### src/verilog/sad_defines.svh
// address map, timing and field constants of the system address decoder
`ifndef SAD_DEFINES_SVH
`define SAD_DEFINES_SVH

// ----------------------------------------------------------------------
// decoded region and blocks
// ----------------------------------------------------------------------
`define SAD_REGION_TOP     3'h0
`define SAD_NUM_BLOCKS     8
`define SAD_BLK_STATIC_RAM 0
`define SAD_BLK_SUPPORT    5
`define SAD_BLK_APP_ROM    6
`define SAD_BLK_KB_ROM     7

// ----------------------------------------------------------------------
// application support device locations
// ----------------------------------------------------------------------
`define SAD_APP_IO_LO      16'h1700
`define SAD_APP_IO_HI      16'h1703
`define SAD_APP_TMR_LO     16'h1704
`define SAD_APP_TMR_HI     16'h170F
`define SAD_APP_RAM_LO     16'h1780
`define SAD_APP_RAM_HI     16'h17BF
`define SAD_IDX_PA_VALUE   2'h0
`define SAD_IDX_PA_DIR     2'h1
`define SAD_IDX_PB_VALUE   2'h2
`define SAD_IDX_PB_DIR     2'h3
`define SAD_TMR_STATUS_BIT 0

// ----------------------------------------------------------------------
// keyboard/display support device locations inside block 5
// ----------------------------------------------------------------------
`define SAD_KB_IO_LO       16'h1740
`define SAD_KB_IO_HI       16'h177F
`define SAD_KB_RAM_LO      16'h17C0
`define SAD_KB_RAM_HI      16'h17FF

// ----------------------------------------------------------------------
// widths, reset values and timing
// ----------------------------------------------------------------------
`define SAD_PB_W           7
`define SAD_RAM_AW         6
`define SAD_BYTE_ZERO      8'h00
`define SAD_PB_ZERO        7'h00
`define SAD_CLK_KHZ        40000
`define SAD_DEBOUNCE_US    5000
`define SAD_DB_CNT_W       18
`define SAD_DB_CNT_ZERO    18'h00000
`define SAD_DB_CNT_ONE     18'h00001

`endif

### src/verilog/sad_pkg.sv
// types shared by the system address decoder files
package sad_pkg;

  typedef enum logic [1:0] {
    sad_tgt_none,
    sad_tgt_io,
    sad_tgt_timer,
    sad_tgt_ram
  } sad_target_e;

endpackage

### src/verilog/sad_decoder.sv
// system address decoder with application support device i/o, timer and ram
`timescale 1ns/1ps
`include "sad_defines.svh"

// Notes on behaviour
// - 8-bit data both ways
// - bus timing from phase-two clock; key debounce counts system clocks
// - lowest 8192 addresses form eight blocks
// - each block is four 256-location pages
// - block 7 and 6 enable ROMs
// - block 5 holds support device locations
// - blocks 1 to 4 left for expansion
// - block 0 selects static RAM
// - decoder makes all chip selects
// - 15 i/o pins with direction
// - i/o locations read and write normally
// - timer loads on write, reads state
// - 64 bytes scratch RAM per device
// - 1024-byte ROM per support device
// - debounce reset and stop keys
// - single instruction stepping mode
// - port registers at 1700 upward
// - device RAM at 1780 to 17BF
// - timer at 1704 to 170F
module sad_decoder #(
  parameter int unsigned DEBOUNCE_CYCLES = `SAD_DEBOUNCE_US * `SAD_CLK_KHZ / 1000
) (
  input  wire logic                 clk,
  input  wire logic                 rst_n,
  input  wire logic [15:0]          cpu_addr,
  input  wire logic [7:0]           cpu_wdata,
  input  wire logic                 cpu_rw,
  input  wire logic                 cpu_sync,
  input  wire logic                 phi2,
  input  wire logic                 decode_gate,
  input  wire logic                 reset_key,
  input  wire logic                 stop_key,
  input  wire logic                 step_mode,
  input  wire logic [7:0]           port_a_in,
  input  wire logic [`SAD_PB_W-1:0] port_b_in,
  output logic      [7:0]           cpu_rdata,
  output logic                      cpu_rdata_oe,
  output logic                      block_sel_0,
  output logic                      block_sel_1,
  output logic                      block_sel_2,
  output logic                      block_sel_3,
  output logic                      block_sel_4,
  output logic                      block_sel_5,
  output logic                      block_sel_6,
  output logic                      block_sel_7,
  output logic                      kb_dev_sel,
  output logic                      static_ram_we,
  output logic      [7:0]           port_a_out,
  output logic      [7:0]           port_a_oe,
  output logic      [`SAD_PB_W-1:0] port_b_out,
  output logic      [`SAD_PB_W-1:0] port_b_oe,
  output logic                      cpu_reset_req,
  output logic                      cpu_nmi_req
);

  // ----------------------------------------------------------------------
  // reset release
  // ----------------------------------------------------------------------
  logic rst_meta;
  logic rst_sync_n;

  always_ff @(posedge clk or negedge rst_n) begin
    if (!rst_n) begin
      rst_meta   <= 1'b0;
      rst_sync_n <= 1'b0;
    end else begin
      rst_meta   <= 1'b1;
      rst_sync_n <= rst_meta;
    end
  end

  // ----------------------------------------------------------------------
  // block decode
  // ----------------------------------------------------------------------
  logic [`SAD_NUM_BLOCKS-1:0] block_sel_vec;

  // combinational decode of the address and decode_gate, so external parts see a select as soon as the address settles
  for (genvar g = 0; g < `SAD_NUM_BLOCKS; g++) begin : g_block
    assign block_sel_vec[g] = decode_gate && (cpu_addr[15:13] == `SAD_REGION_TOP)
                              && (cpu_addr[12:10] == 3'(g));
  end

  assign block_sel_0 = block_sel_vec[0];
  assign block_sel_1 = block_sel_vec[1];
  assign block_sel_2 = block_sel_vec[2];
  assign block_sel_3 = block_sel_vec[3];
  assign block_sel_4 = block_sel_vec[4];
  assign block_sel_5 = block_sel_vec[5];
  assign block_sel_6 = block_sel_vec[`SAD_BLK_APP_ROM];
  assign block_sel_7 = block_sel_vec[`SAD_BLK_KB_ROM];

  // static ram write strobe only in the second phase of a write cycle
  assign static_ram_we = block_sel_vec[`SAD_BLK_STATIC_RAM] && phi2 && !cpu_rw;

  assign kb_dev_sel = block_sel_vec[`SAD_BLK_SUPPORT]
                      && (((cpu_addr >= `SAD_KB_IO_LO) && (cpu_addr <= `SAD_KB_IO_HI))
                       || ((cpu_addr >= `SAD_KB_RAM_LO) && (cpu_addr <= `SAD_KB_RAM_HI)));

  sad_pkg::sad_target_e target;

  always_comb begin
    target = sad_pkg::sad_tgt_none;
    if (block_sel_vec[`SAD_BLK_SUPPORT]) begin
      if ((cpu_addr >= `SAD_APP_IO_LO) && (cpu_addr <= `SAD_APP_IO_HI)) begin
        target = sad_pkg::sad_tgt_io;
      end else if ((cpu_addr >= `SAD_APP_TMR_LO) && (cpu_addr <= `SAD_APP_TMR_HI)) begin
        target = sad_pkg::sad_tgt_timer;
      end else if ((cpu_addr >= `SAD_APP_RAM_LO) && (cpu_addr <= `SAD_APP_RAM_HI)) begin
        target = sad_pkg::sad_tgt_ram;
      end
    end
  end

  // ----------------------------------------------------------------------
  // phase-two timing
  // ----------------------------------------------------------------------
  logic phi2_q;
  logic sys_tick;
  logic wr_strobe;

  // the address and data are still valid on the falling phase-two edge
  assign sys_tick  = phi2_q && !phi2;
  assign wr_strobe = sys_tick && !cpu_rw;

  // ----------------------------------------------------------------------
  // scratch ram
  // ----------------------------------------------------------------------
  logic [7:0] ram_rdata;

  sad_ram u_ram (
    .clk   (clk),
    .we    (wr_strobe && (target == sad_pkg::sad_tgt_ram)),
    .addr  (cpu_addr[`SAD_RAM_AW-1:0]),
    .wdata (cpu_wdata),
    .rdata (ram_rdata)
  );

  // ----------------------------------------------------------------------
  // i/o ports, timer, read data and step trigger
  // ----------------------------------------------------------------------
  logic [7:0]           pa_value;
  logic [7:0]           pa_dir;
  logic [`SAD_PB_W-1:0] pb_value;
  logic [`SAD_PB_W-1:0] pb_dir;
  logic [7:0]           tmr_count;
  logic                 tmr_expired;
  logic                 nmi;
  logic                 next_phi2_q;
  logic [7:0]           next_pa_value;
  logic [7:0]           next_pa_dir;
  logic [`SAD_PB_W-1:0] next_pb_value;
  logic [`SAD_PB_W-1:0] next_pb_dir;
  logic [7:0]           next_tmr_count;
  logic                 next_tmr_expired;
  logic [7:0]           next_cpu_rdata;
  logic                 next_nmi;
  logic                 tmr_write;
  logic                 tmr_event;
  logic                 step_trigger;
  logic [1:0]           key_db;

  assign tmr_write    = wr_strobe && (target == sad_pkg::sad_tgt_timer);
  assign tmr_event    = sys_tick && (tmr_count == 8'h01);
  // stepping stops on every fetch outside the resident program blocks
  assign step_trigger = step_mode && cpu_sync && phi2 && !block_sel_vec[`SAD_BLK_SUPPORT]
                        && !block_sel_vec[`SAD_BLK_APP_ROM] && !block_sel_vec[`SAD_BLK_KB_ROM];

  always_comb begin
    next_phi2_q    = phi2;
    next_pa_value  = pa_value;
    next_pa_dir    = pa_dir;
    next_pb_value  = pb_value;
    next_pb_dir    = pb_dir;
    next_tmr_count = tmr_count;
    next_cpu_rdata = cpu_rdata;
    if (wr_strobe && (target == sad_pkg::sad_tgt_io)) begin
      case (cpu_addr[1:0])
        `SAD_IDX_PA_VALUE: next_pa_value = cpu_wdata;
        `SAD_IDX_PA_DIR:   next_pa_dir   = cpu_wdata;
        `SAD_IDX_PB_VALUE: next_pb_value = cpu_wdata[`SAD_PB_W-1:0];
        default:           next_pb_dir   = cpu_wdata[`SAD_PB_W-1:0];
      endcase
    end
    // a write always reloads; otherwise count one per falling phase-two edge until zero
    if (tmr_write) begin
      next_tmr_count = cpu_wdata;
    end else if (sys_tick && (tmr_count != `SAD_BYTE_ZERO)) begin
      next_tmr_count = tmr_count - 8'h01;
    end
    // the clear made by a reload wins over expiry set
    next_tmr_expired = (tmr_event && !tmr_write) || (tmr_expired && !tmr_write);
    if (phi2 && cpu_rw) begin
      case (target)
        sad_pkg::sad_tgt_io: begin
          case (cpu_addr[1:0])
            // input bits read the pin, output bits read the latch
            `SAD_IDX_PA_VALUE: next_cpu_rdata = (pa_value & pa_dir) | (port_a_in & ~pa_dir);
            `SAD_IDX_PA_DIR:   next_cpu_rdata = pa_dir;
            `SAD_IDX_PB_VALUE: next_cpu_rdata = {1'b0, (pb_value & pb_dir) | (port_b_in & ~pb_dir)};
            default:           next_cpu_rdata = {1'b0, pb_dir};
          endcase
        end
        sad_pkg::sad_tgt_timer: begin
          next_cpu_rdata = cpu_addr[`SAD_TMR_STATUS_BIT] ? {tmr_expired, 7'h00} : tmr_count;
        end
        sad_pkg::sad_tgt_ram: next_cpu_rdata = ram_rdata;
        default:              next_cpu_rdata = `SAD_BYTE_ZERO;
      endcase
    end
    next_nmi = key_db[1] || step_trigger;
  end

  always_ff @(posedge clk or negedge rst_sync_n) begin
    if (!rst_sync_n) begin
      phi2_q      <= 1'b0;
      pa_value    <= `SAD_BYTE_ZERO;
      pa_dir      <= `SAD_BYTE_ZERO;
      pb_value    <= `SAD_PB_ZERO;
      pb_dir      <= `SAD_PB_ZERO;
      tmr_count   <= `SAD_BYTE_ZERO;
      tmr_expired <= 1'b0;
      cpu_rdata   <= `SAD_BYTE_ZERO;
      nmi         <= 1'b0;
    end else begin
      phi2_q      <= next_phi2_q;
      pa_value    <= next_pa_value;
      pa_dir      <= next_pa_dir;
      pb_value    <= next_pb_value;
      pb_dir      <= next_pb_dir;
      tmr_count   <= next_tmr_count;
      tmr_expired <= next_tmr_expired;
      cpu_rdata   <= next_cpu_rdata;
      nmi         <= next_nmi;
    end
  end

  assign port_a_out   = pa_value;
  assign port_a_oe    = pa_dir;
  assign port_b_out   = pb_value;
  assign port_b_oe    = pb_dir;
  assign cpu_nmi_req  = nmi;
  // drive only during the second phase of a read of an internal location
  assign cpu_rdata_oe = phi2 && cpu_rw && (target != sad_pkg::sad_tgt_none);

  // ----------------------------------------------------------------------
  // key debounce
  // ----------------------------------------------------------------------
  logic [1:0] key_raw;

  assign key_raw       = {stop_key, reset_key};
  assign cpu_reset_req = key_db[0];

  // a key changes state only after it has held the new level for the full time
  for (genvar k = 0; k < 2; k++) begin : g_key
    logic [`SAD_DB_CNT_W-1:0] cnt;
    logic [`SAD_DB_CNT_W-1:0] next_cnt;
    logic                     db;
    logic                     next_db;

    // one driver per key bit, so the vector is only ever assigned here
    assign key_db[k] = db;

    always_comb begin
      next_cnt = `SAD_DB_CNT_ZERO;
      next_db  = db;
      if (key_raw[k] != db) begin
        if (cnt == `SAD_DB_CNT_W'(DEBOUNCE_CYCLES - 1)) begin
          next_db = key_raw[k];
        end else begin
          next_cnt = cnt + `SAD_DB_CNT_ONE;
        end
      end
    end

    always_ff @(posedge clk or negedge rst_sync_n) begin
      if (!rst_sync_n) begin
        cnt <= `SAD_DB_CNT_ZERO;
        db  <= 1'b0;
      end else begin
        cnt <= next_cnt;
        db  <= next_db;
      end
    end
  end

  // ----------------------------------------------------------------------
  // checks
  // ----------------------------------------------------------------------
  property p_sel_onehot;
    @(posedge clk) disable iff (!rst_sync_n) $onehot0(block_sel_vec);
  endproperty
  a_sel_onehot: assert property (p_sel_onehot) else $error("more than one block select");

  property p_gate_off;
    @(posedge clk) disable iff (!rst_sync_n) !decode_gate |-> (block_sel_vec == 8'h00) && !kb_dev_sel;
  endproperty
  a_gate_off: assert property (p_gate_off) else $error("select active with gate low");

  property p_block_map;
    @(posedge clk) disable iff (!rst_sync_n)
      (decode_gate && (cpu_addr[15:13] == 3'h0)) |-> block_sel_vec[cpu_addr[12:10]];
  endproperty
  a_block_map: assert property (p_block_map) else $error("wrong block for address");

  property p_outside;
    @(posedge clk) disable iff (!rst_sync_n) (cpu_addr[15:13] != 3'h0) |-> (block_sel_vec == 8'h00);
  endproperty
  a_outside: assert property (p_outside) else $error("select above decoded region");

  property p_ram_we;
    @(posedge clk) disable iff (!rst_sync_n) static_ram_we |-> (cpu_addr < 16'h0400) && !cpu_rw && phi2;
  endproperty
  a_ram_we: assert property (p_ram_we) else $error("ram write outside block 0");

  property p_dir_write;
    @(posedge clk) disable iff (!rst_sync_n)
      (wr_strobe && decode_gate && (cpu_addr == 16'h1701)) |=> (port_a_oe == $past(cpu_wdata));
  endproperty
  a_dir_write: assert property (p_dir_write) else $error("port a direction not stored");

  property p_tmr_load;
    @(posedge clk) disable iff (!rst_sync_n)
      (wr_strobe && decode_gate && (cpu_addr == 16'h1704)) |=> (tmr_count == $past(cpu_wdata));
  endproperty
  a_tmr_load: assert property (p_tmr_load) else $error("timer not loaded");

  property p_tmr_dec;
    @(posedge clk) disable iff (!rst_sync_n)
      (sys_tick && !tmr_write && (tmr_count != 8'h00)) |=> (tmr_count == $past(tmr_count) - 8'h01);
  endproperty
  a_tmr_dec: assert property (p_tmr_dec) else $error("timer did not count down");

  property p_tmr_hold;
    @(posedge clk) disable iff (!rst_sync_n) (!phi2_q && !tmr_write) |=> $stable(tmr_count);
  endproperty
  a_tmr_hold: assert property (p_tmr_hold) else $error("timer moved without a system clock");

  property p_step;
    @(posedge clk) disable iff (!rst_sync_n) step_trigger |=> cpu_nmi_req;
  endproperty
  a_step: assert property (p_step) else $error("step fetch raised no interrupt request");

  property p_kb_sel;
    @(posedge clk) disable iff (!rst_sync_n) kb_dev_sel |-> block_sel_5 && (target == sad_pkg::sad_tgt_none);
  endproperty
  a_kb_sel: assert property (p_kb_sel) else $error("keyboard device select overlaps");

  property p_key_stable;
    @(posedge clk) disable iff (!rst_sync_n) $rose(cpu_reset_req) |-> $past(reset_key, 2);
  endproperty
  a_key_stable: assert property (p_key_stable) else $error("reset request without held key");

  c_ram_write: cover property (@(posedge clk) disable iff (!rst_sync_n) static_ram_we);
  c_tmr_expire: cover property (@(posedge clk) disable iff (!rst_sync_n) $rose(tmr_expired));
  c_step: cover property (@(posedge clk) disable iff (!rst_sync_n) step_trigger);
  c_io_read: cover property (@(posedge clk) disable iff (!rst_sync_n) cpu_rdata_oe && (target == sad_pkg::sad_tgt_io));

endmodule

### src/verilog/sad_ram.sv
// scratch memory of the application support device, registered read
`timescale 1ns/1ps
`include "sad_defines.svh"

module sad_ram (
  input  wire logic                    clk,
  input  wire logic                    we,
  input  wire logic [`SAD_RAM_AW-1:0]  addr,
  input  wire logic [7:0]              wdata,
  output logic      [7:0]              rdata
);

  logic [7:0] mem [0:(1<<`SAD_RAM_AW)-1];

  // no reset on the array: contents are undefined after power-up
  always_ff @(posedge clk) begin
    if (we) begin
      mem[addr] <= wdata;
    end
    rdata <= mem[addr];
  end

endmodule
### config.mk
export PLATFORM = sky130hd
export DESIGN_NAME = sad_decoder
export DESIGN_NICKNAME = d
export VERILOG_FILES = /design/src/verilog/sad_pkg.sv /design/src/verilog/sad_decoder.sv /design/src/verilog/sad_ram.sv
export VERILOG_INCLUDE_DIRS = /design/src /design/src/verilog
export SDC_FILE = /design/constraint.sdc
export NUM_CORES = 1
export LEC_CHECK = 0
export BUFFER_PORTS_ARGS = -buffer_cell sky130_fd_sc_hd__buf_2
export CORE_MARGIN = 2
export CORE_UTILIZATION = 51
export DETAILED_ROUTE_END_ITERATION = 8
export GPL_TIMING_DRIVEN = 0
export PLACE_DENSITY = 0.69
export SETUP_SLACK_MARGIN = 0.1
export SYNTH_ARGS = -nofsm -noshare
export SYNTH_HDL_FRONTEND = slang
export SYNTH_SLANG_ARGS = --single-unit
### constraint.sdc
create_clock -name clk -period 3.5 [get_ports clk]
set_input_delay 0.35 -clock clk [delete_from_list [all_inputs] [get_ports clk]]
set_output_delay 0.35 -clock clk [all_outputs]
set_load 0.02 [all_outputs]
==> run_results.csv <==
group,metric,value,unit
run_status,result_of_the_run,"finished clean",
min_path,worstHoldPathType,"in2async",
clock_tree,ctsHtreeMaxLevel,2,
critical_path,critical_path.max_fanout,10,
global_route,grt_antenna_before_repair,1,
clock_tree,cts_tree,"done",
synthesis,synth-main-ff-cell,"edfxtp_1",
drt,route.detailed.vias_per_inst,6.18,
global_route,grt.total_usage,0.235,
synthesis,syn-cell-area,24500,um^2
synthesis,postSynthRegisterBits,609,
sta,tightestPinTransition,1.40,ns
drt,firstDrtPassIters,5,
global_route,grt_first_pass_wirelength,85.6,mm
sta,fin_skew,0.0158,ns
finish,syn2layout_area_growth,13.3,%
floorplanning,core_area,47600,um^2
sta,setup_viol,0,
place,postPlaceCellArea,25800,um^2
place,post-place-cells,2074,
clock_tree,cts.clk_slew.worst_paths,0.06,ns
clock_tree,cts.root.buffer_cell,"clkbuf_16",
finish,stdcell_area,27800,um^2
finish,num_antenna_cells,0,
drt,vias,13525,
sta,maxSlewHeadroom,0.0640,
sta,hold_viol_final,0,
synthesis,netlist_instances,1362,
synthesis,synth_edf_count,512,
synthesis,postSynthAreaPerCell,18.0,um^2
finish,fin_nets,1578,
critical_path,critPathKind,"in2reg",
job,max_cap_viols,0,
critical_path,rr_startpoint,"phi2_q$_DFF_PN0_",
place,placer_congestion_estimate,1.02,
place,post_dp_hpwl,37.1,mm
drt,antenna_violating_nets_post_route,0,
drt,route.final.wire_length,58.1,mm
sta,post_route_hold_slack,0.0660,ns
sta,max_clock_freq,301,MHz
sta,rsz_0062_raised_after_global_routing,"false",
floorplanning,chipWidth,223,um
pwr,ir_worst_vdd,0.395,mV
synthesis,synth-warning-count,0,
clock_tree,cts.sink_count,609,
sta,final.min_clock_period,3.32,ns
synthesis,synth_cell_type_count,69,
clock_tree,clk-insertion-delay-late,0.61,ns
critical_path,timing.critical_path.to_type,"flip-flop",
drt,remaining_drc_errors,0,
critical_path,setup.worst_path.start,"cpu_addr[1]",
clock_tree,postCtsSetupRepairBufs,0,
floorplanning,die_h,223,um
global_route,grt_max_degree,70,
clock_tree,cts_buffer_depth,3,
drt,drt_iter0_drc,1970,
synthesis,synth-async-reset-ratio,0.146,
floorplanning,rows,80,
floorplanning,ports,99,
finish,final-instance-count-excl-fill,2189,
pwr,power_per_cell_area,543,nW/um^2
sta,min_period_over_period,0.948,
finish,final_layout_size_suffix_gt1_frac,0.257,
global_route,number_of_global_route_vias_before_repair,13267,
synthesis,syn-num-nets,1414,
finish,final.fill_count,3529,
floorplanning,die_area,49900,um^2
critical_path,critPathArrivalTime,3.54,ns
critical_path,cp-start-kind,"primary input",
pwr,power.static_leakage,9.56,nW
global_route,grt_remaining_overflow,0,
place,buffer_ports.inserted,96,
sta,finalMaxSlewViolations,0,
critical_path,data_required_time_of_the_critical_path,3.73,ns
clock_tree,number_of_cts_inserted_buffers,58,
floorplanning,floorplan.initialDensity,0.515,
drt,route.detailed.wl_per_inst,26.5,um
synthesis,synth_seq_area_share,0.724,
-- layout by cell type (no fill, tap or decap), types with 29 or more instances in the layout --
cell type	n
a21oi_1	29
clkbuf_16	61
edfxtp_1	512
nand3_1	30
a22oi_1	42
clkbuf_1	34
buf_2	107
nor2_1	128
nand2_1	45
dfrtp_1	88
mux2_2	29
mux4_2	128
-- stage by stage --
| step | total power, mW | setup WS [ns] | setup TNS [ns] | util |
|---|---|---|---|---|
| global placement | 8.99 | -0.458 | -80.44 | 0.541 |
| finish | 15.1 | 0.181 | 0 | 0.583 |
| floorplan | 8.63 | 0.838 | 0 | - |
| global route | 15.5 | 0.119 | 0 | 0.583 |
| CTS | 15.2 | 0.149 | 0 | 0.583 |
| detailed placement | 9.01 | -0.497 | -70.77 | 0.542 |
-- worst max-delay path, cell delays in order --
cell and delay (ns):
clkbuf_1 0.22, buf_2 0.43, buf_4 0.29, buf_2 0.40, buf_2 0.37, nand3_1 0.56
nor2_1 0.88
-- final timing paths --
check | end | slack (ns) | cells after the start
min | rst_sync_n$_DFF_PN0_ | 0.07 | 2
max reg2reg | u_ram.mem[51][3]$_DFFE_PP_ | 0.68 | 5
max | u_ram.mem[51][3]$_DFFE_PP_ | 0.18 | 7
min reg2reg | tmr_count[3]$_DFFE_PN0P_ | 0.26 | 0
max in group asynchronous | g_key[0].cnt[3]$_DFF_PN0_ | 2.61 | 1
min in group clk | u_ram.mem[40][4]$_DFFE_PP_ | 0.21 | 1
-- layer usage --
layer  wire, um  GRT usage  vias up
met5         12          0        -
met4       1850     0.0809        2
met3       4810     0.0374      101
met2      26800      0.358      688
met1      24600      0.350     7004
li1           -          -     5730
-- flip-flops by register name, indices dropped and copies added (netlist names) --
| signal | count |
|---|---|
| cpu_nmi_req | 1 |
| cpu_rdata | 8 |
| cpu_reset_req | 1 |
| g_key.cnt | 36 |
| g_key.db | 1 |
| phi2_q | 1 |
| port_a_oe | 8 |
| port_a_out | 8 |
| port_b_oe | 7 |
| port_b_out | 7 |
| rst_meta | 1 |
| rst_sync_n | 1 |
| tmr_count | 8 |
| tmr_expired | 1 |
| u_ram.mem | 512 |
| u_ram.rdata | 8 |
-- synth_stat cells (10+ instances only) --
library cell	n	area, um^2
clkbuf_1	22	82.6
o21ai_0	19	95.1
nor3_1	16	80.1
nor2b_1	11	68.8
mux2_2	29	327
xnor2_1	19	166
edfxtp_1	512	15400
nand2_1	45	169
xor2_1	22	193
buf_2	13	65.1
a22oi_1	42	315
mux4_2	128	2880
dfrtp_1	89	2230
nor2_1	130	488
inv_1	26	97.6
a21oi_1	29	145
buf_4	10	75.1
mux2i_1	13	130
buf_1	11	41.3
nand3_1	30	150
-- kinds of logic (layout without fill, tap and decap cells) --
logic type	Yosys count	in the layout	share of synthesized area
compound gates	141	141	0.0395
fa+ha+maj	4	4	0.00204
simple gates	299	299	0.0608
other cells	1	1	0.000153
mux	177	177	0.140
xor+xnor	41	41	0.0146
flops	609	609	0.724
buf+inv	90	302	0.0186
-- repair_timing --
action | in CTS | in global routing
resized for setup | 0 | 2
hold endpoints to repair | 6 | 0
endpoints found under the setup margin | 0 | 16
hold buffers | 6 | 0
-- layout make-up --
class                   count  area (um^2)  share of cell area
plain buffers              64          359              0.0129
clock buffers              73         1570              0.0565
clock inverters            35          314              0.0113
inverters                  26         97.6             0.00351
multi-input cells         663         6320               0.227
flip-flops and latches    609        17800               0.639
well taps                 615          769              0.0277
repair buffers            104          593              0.0213
-- power breakdown --
group / internal, mW / switching, mW
clock network: 3.54 / 2.66
registers: 7.93 / 0.0619
logic: 0.321 / 0.557
No activity file was read; power rests on OpenSTA's default activity.
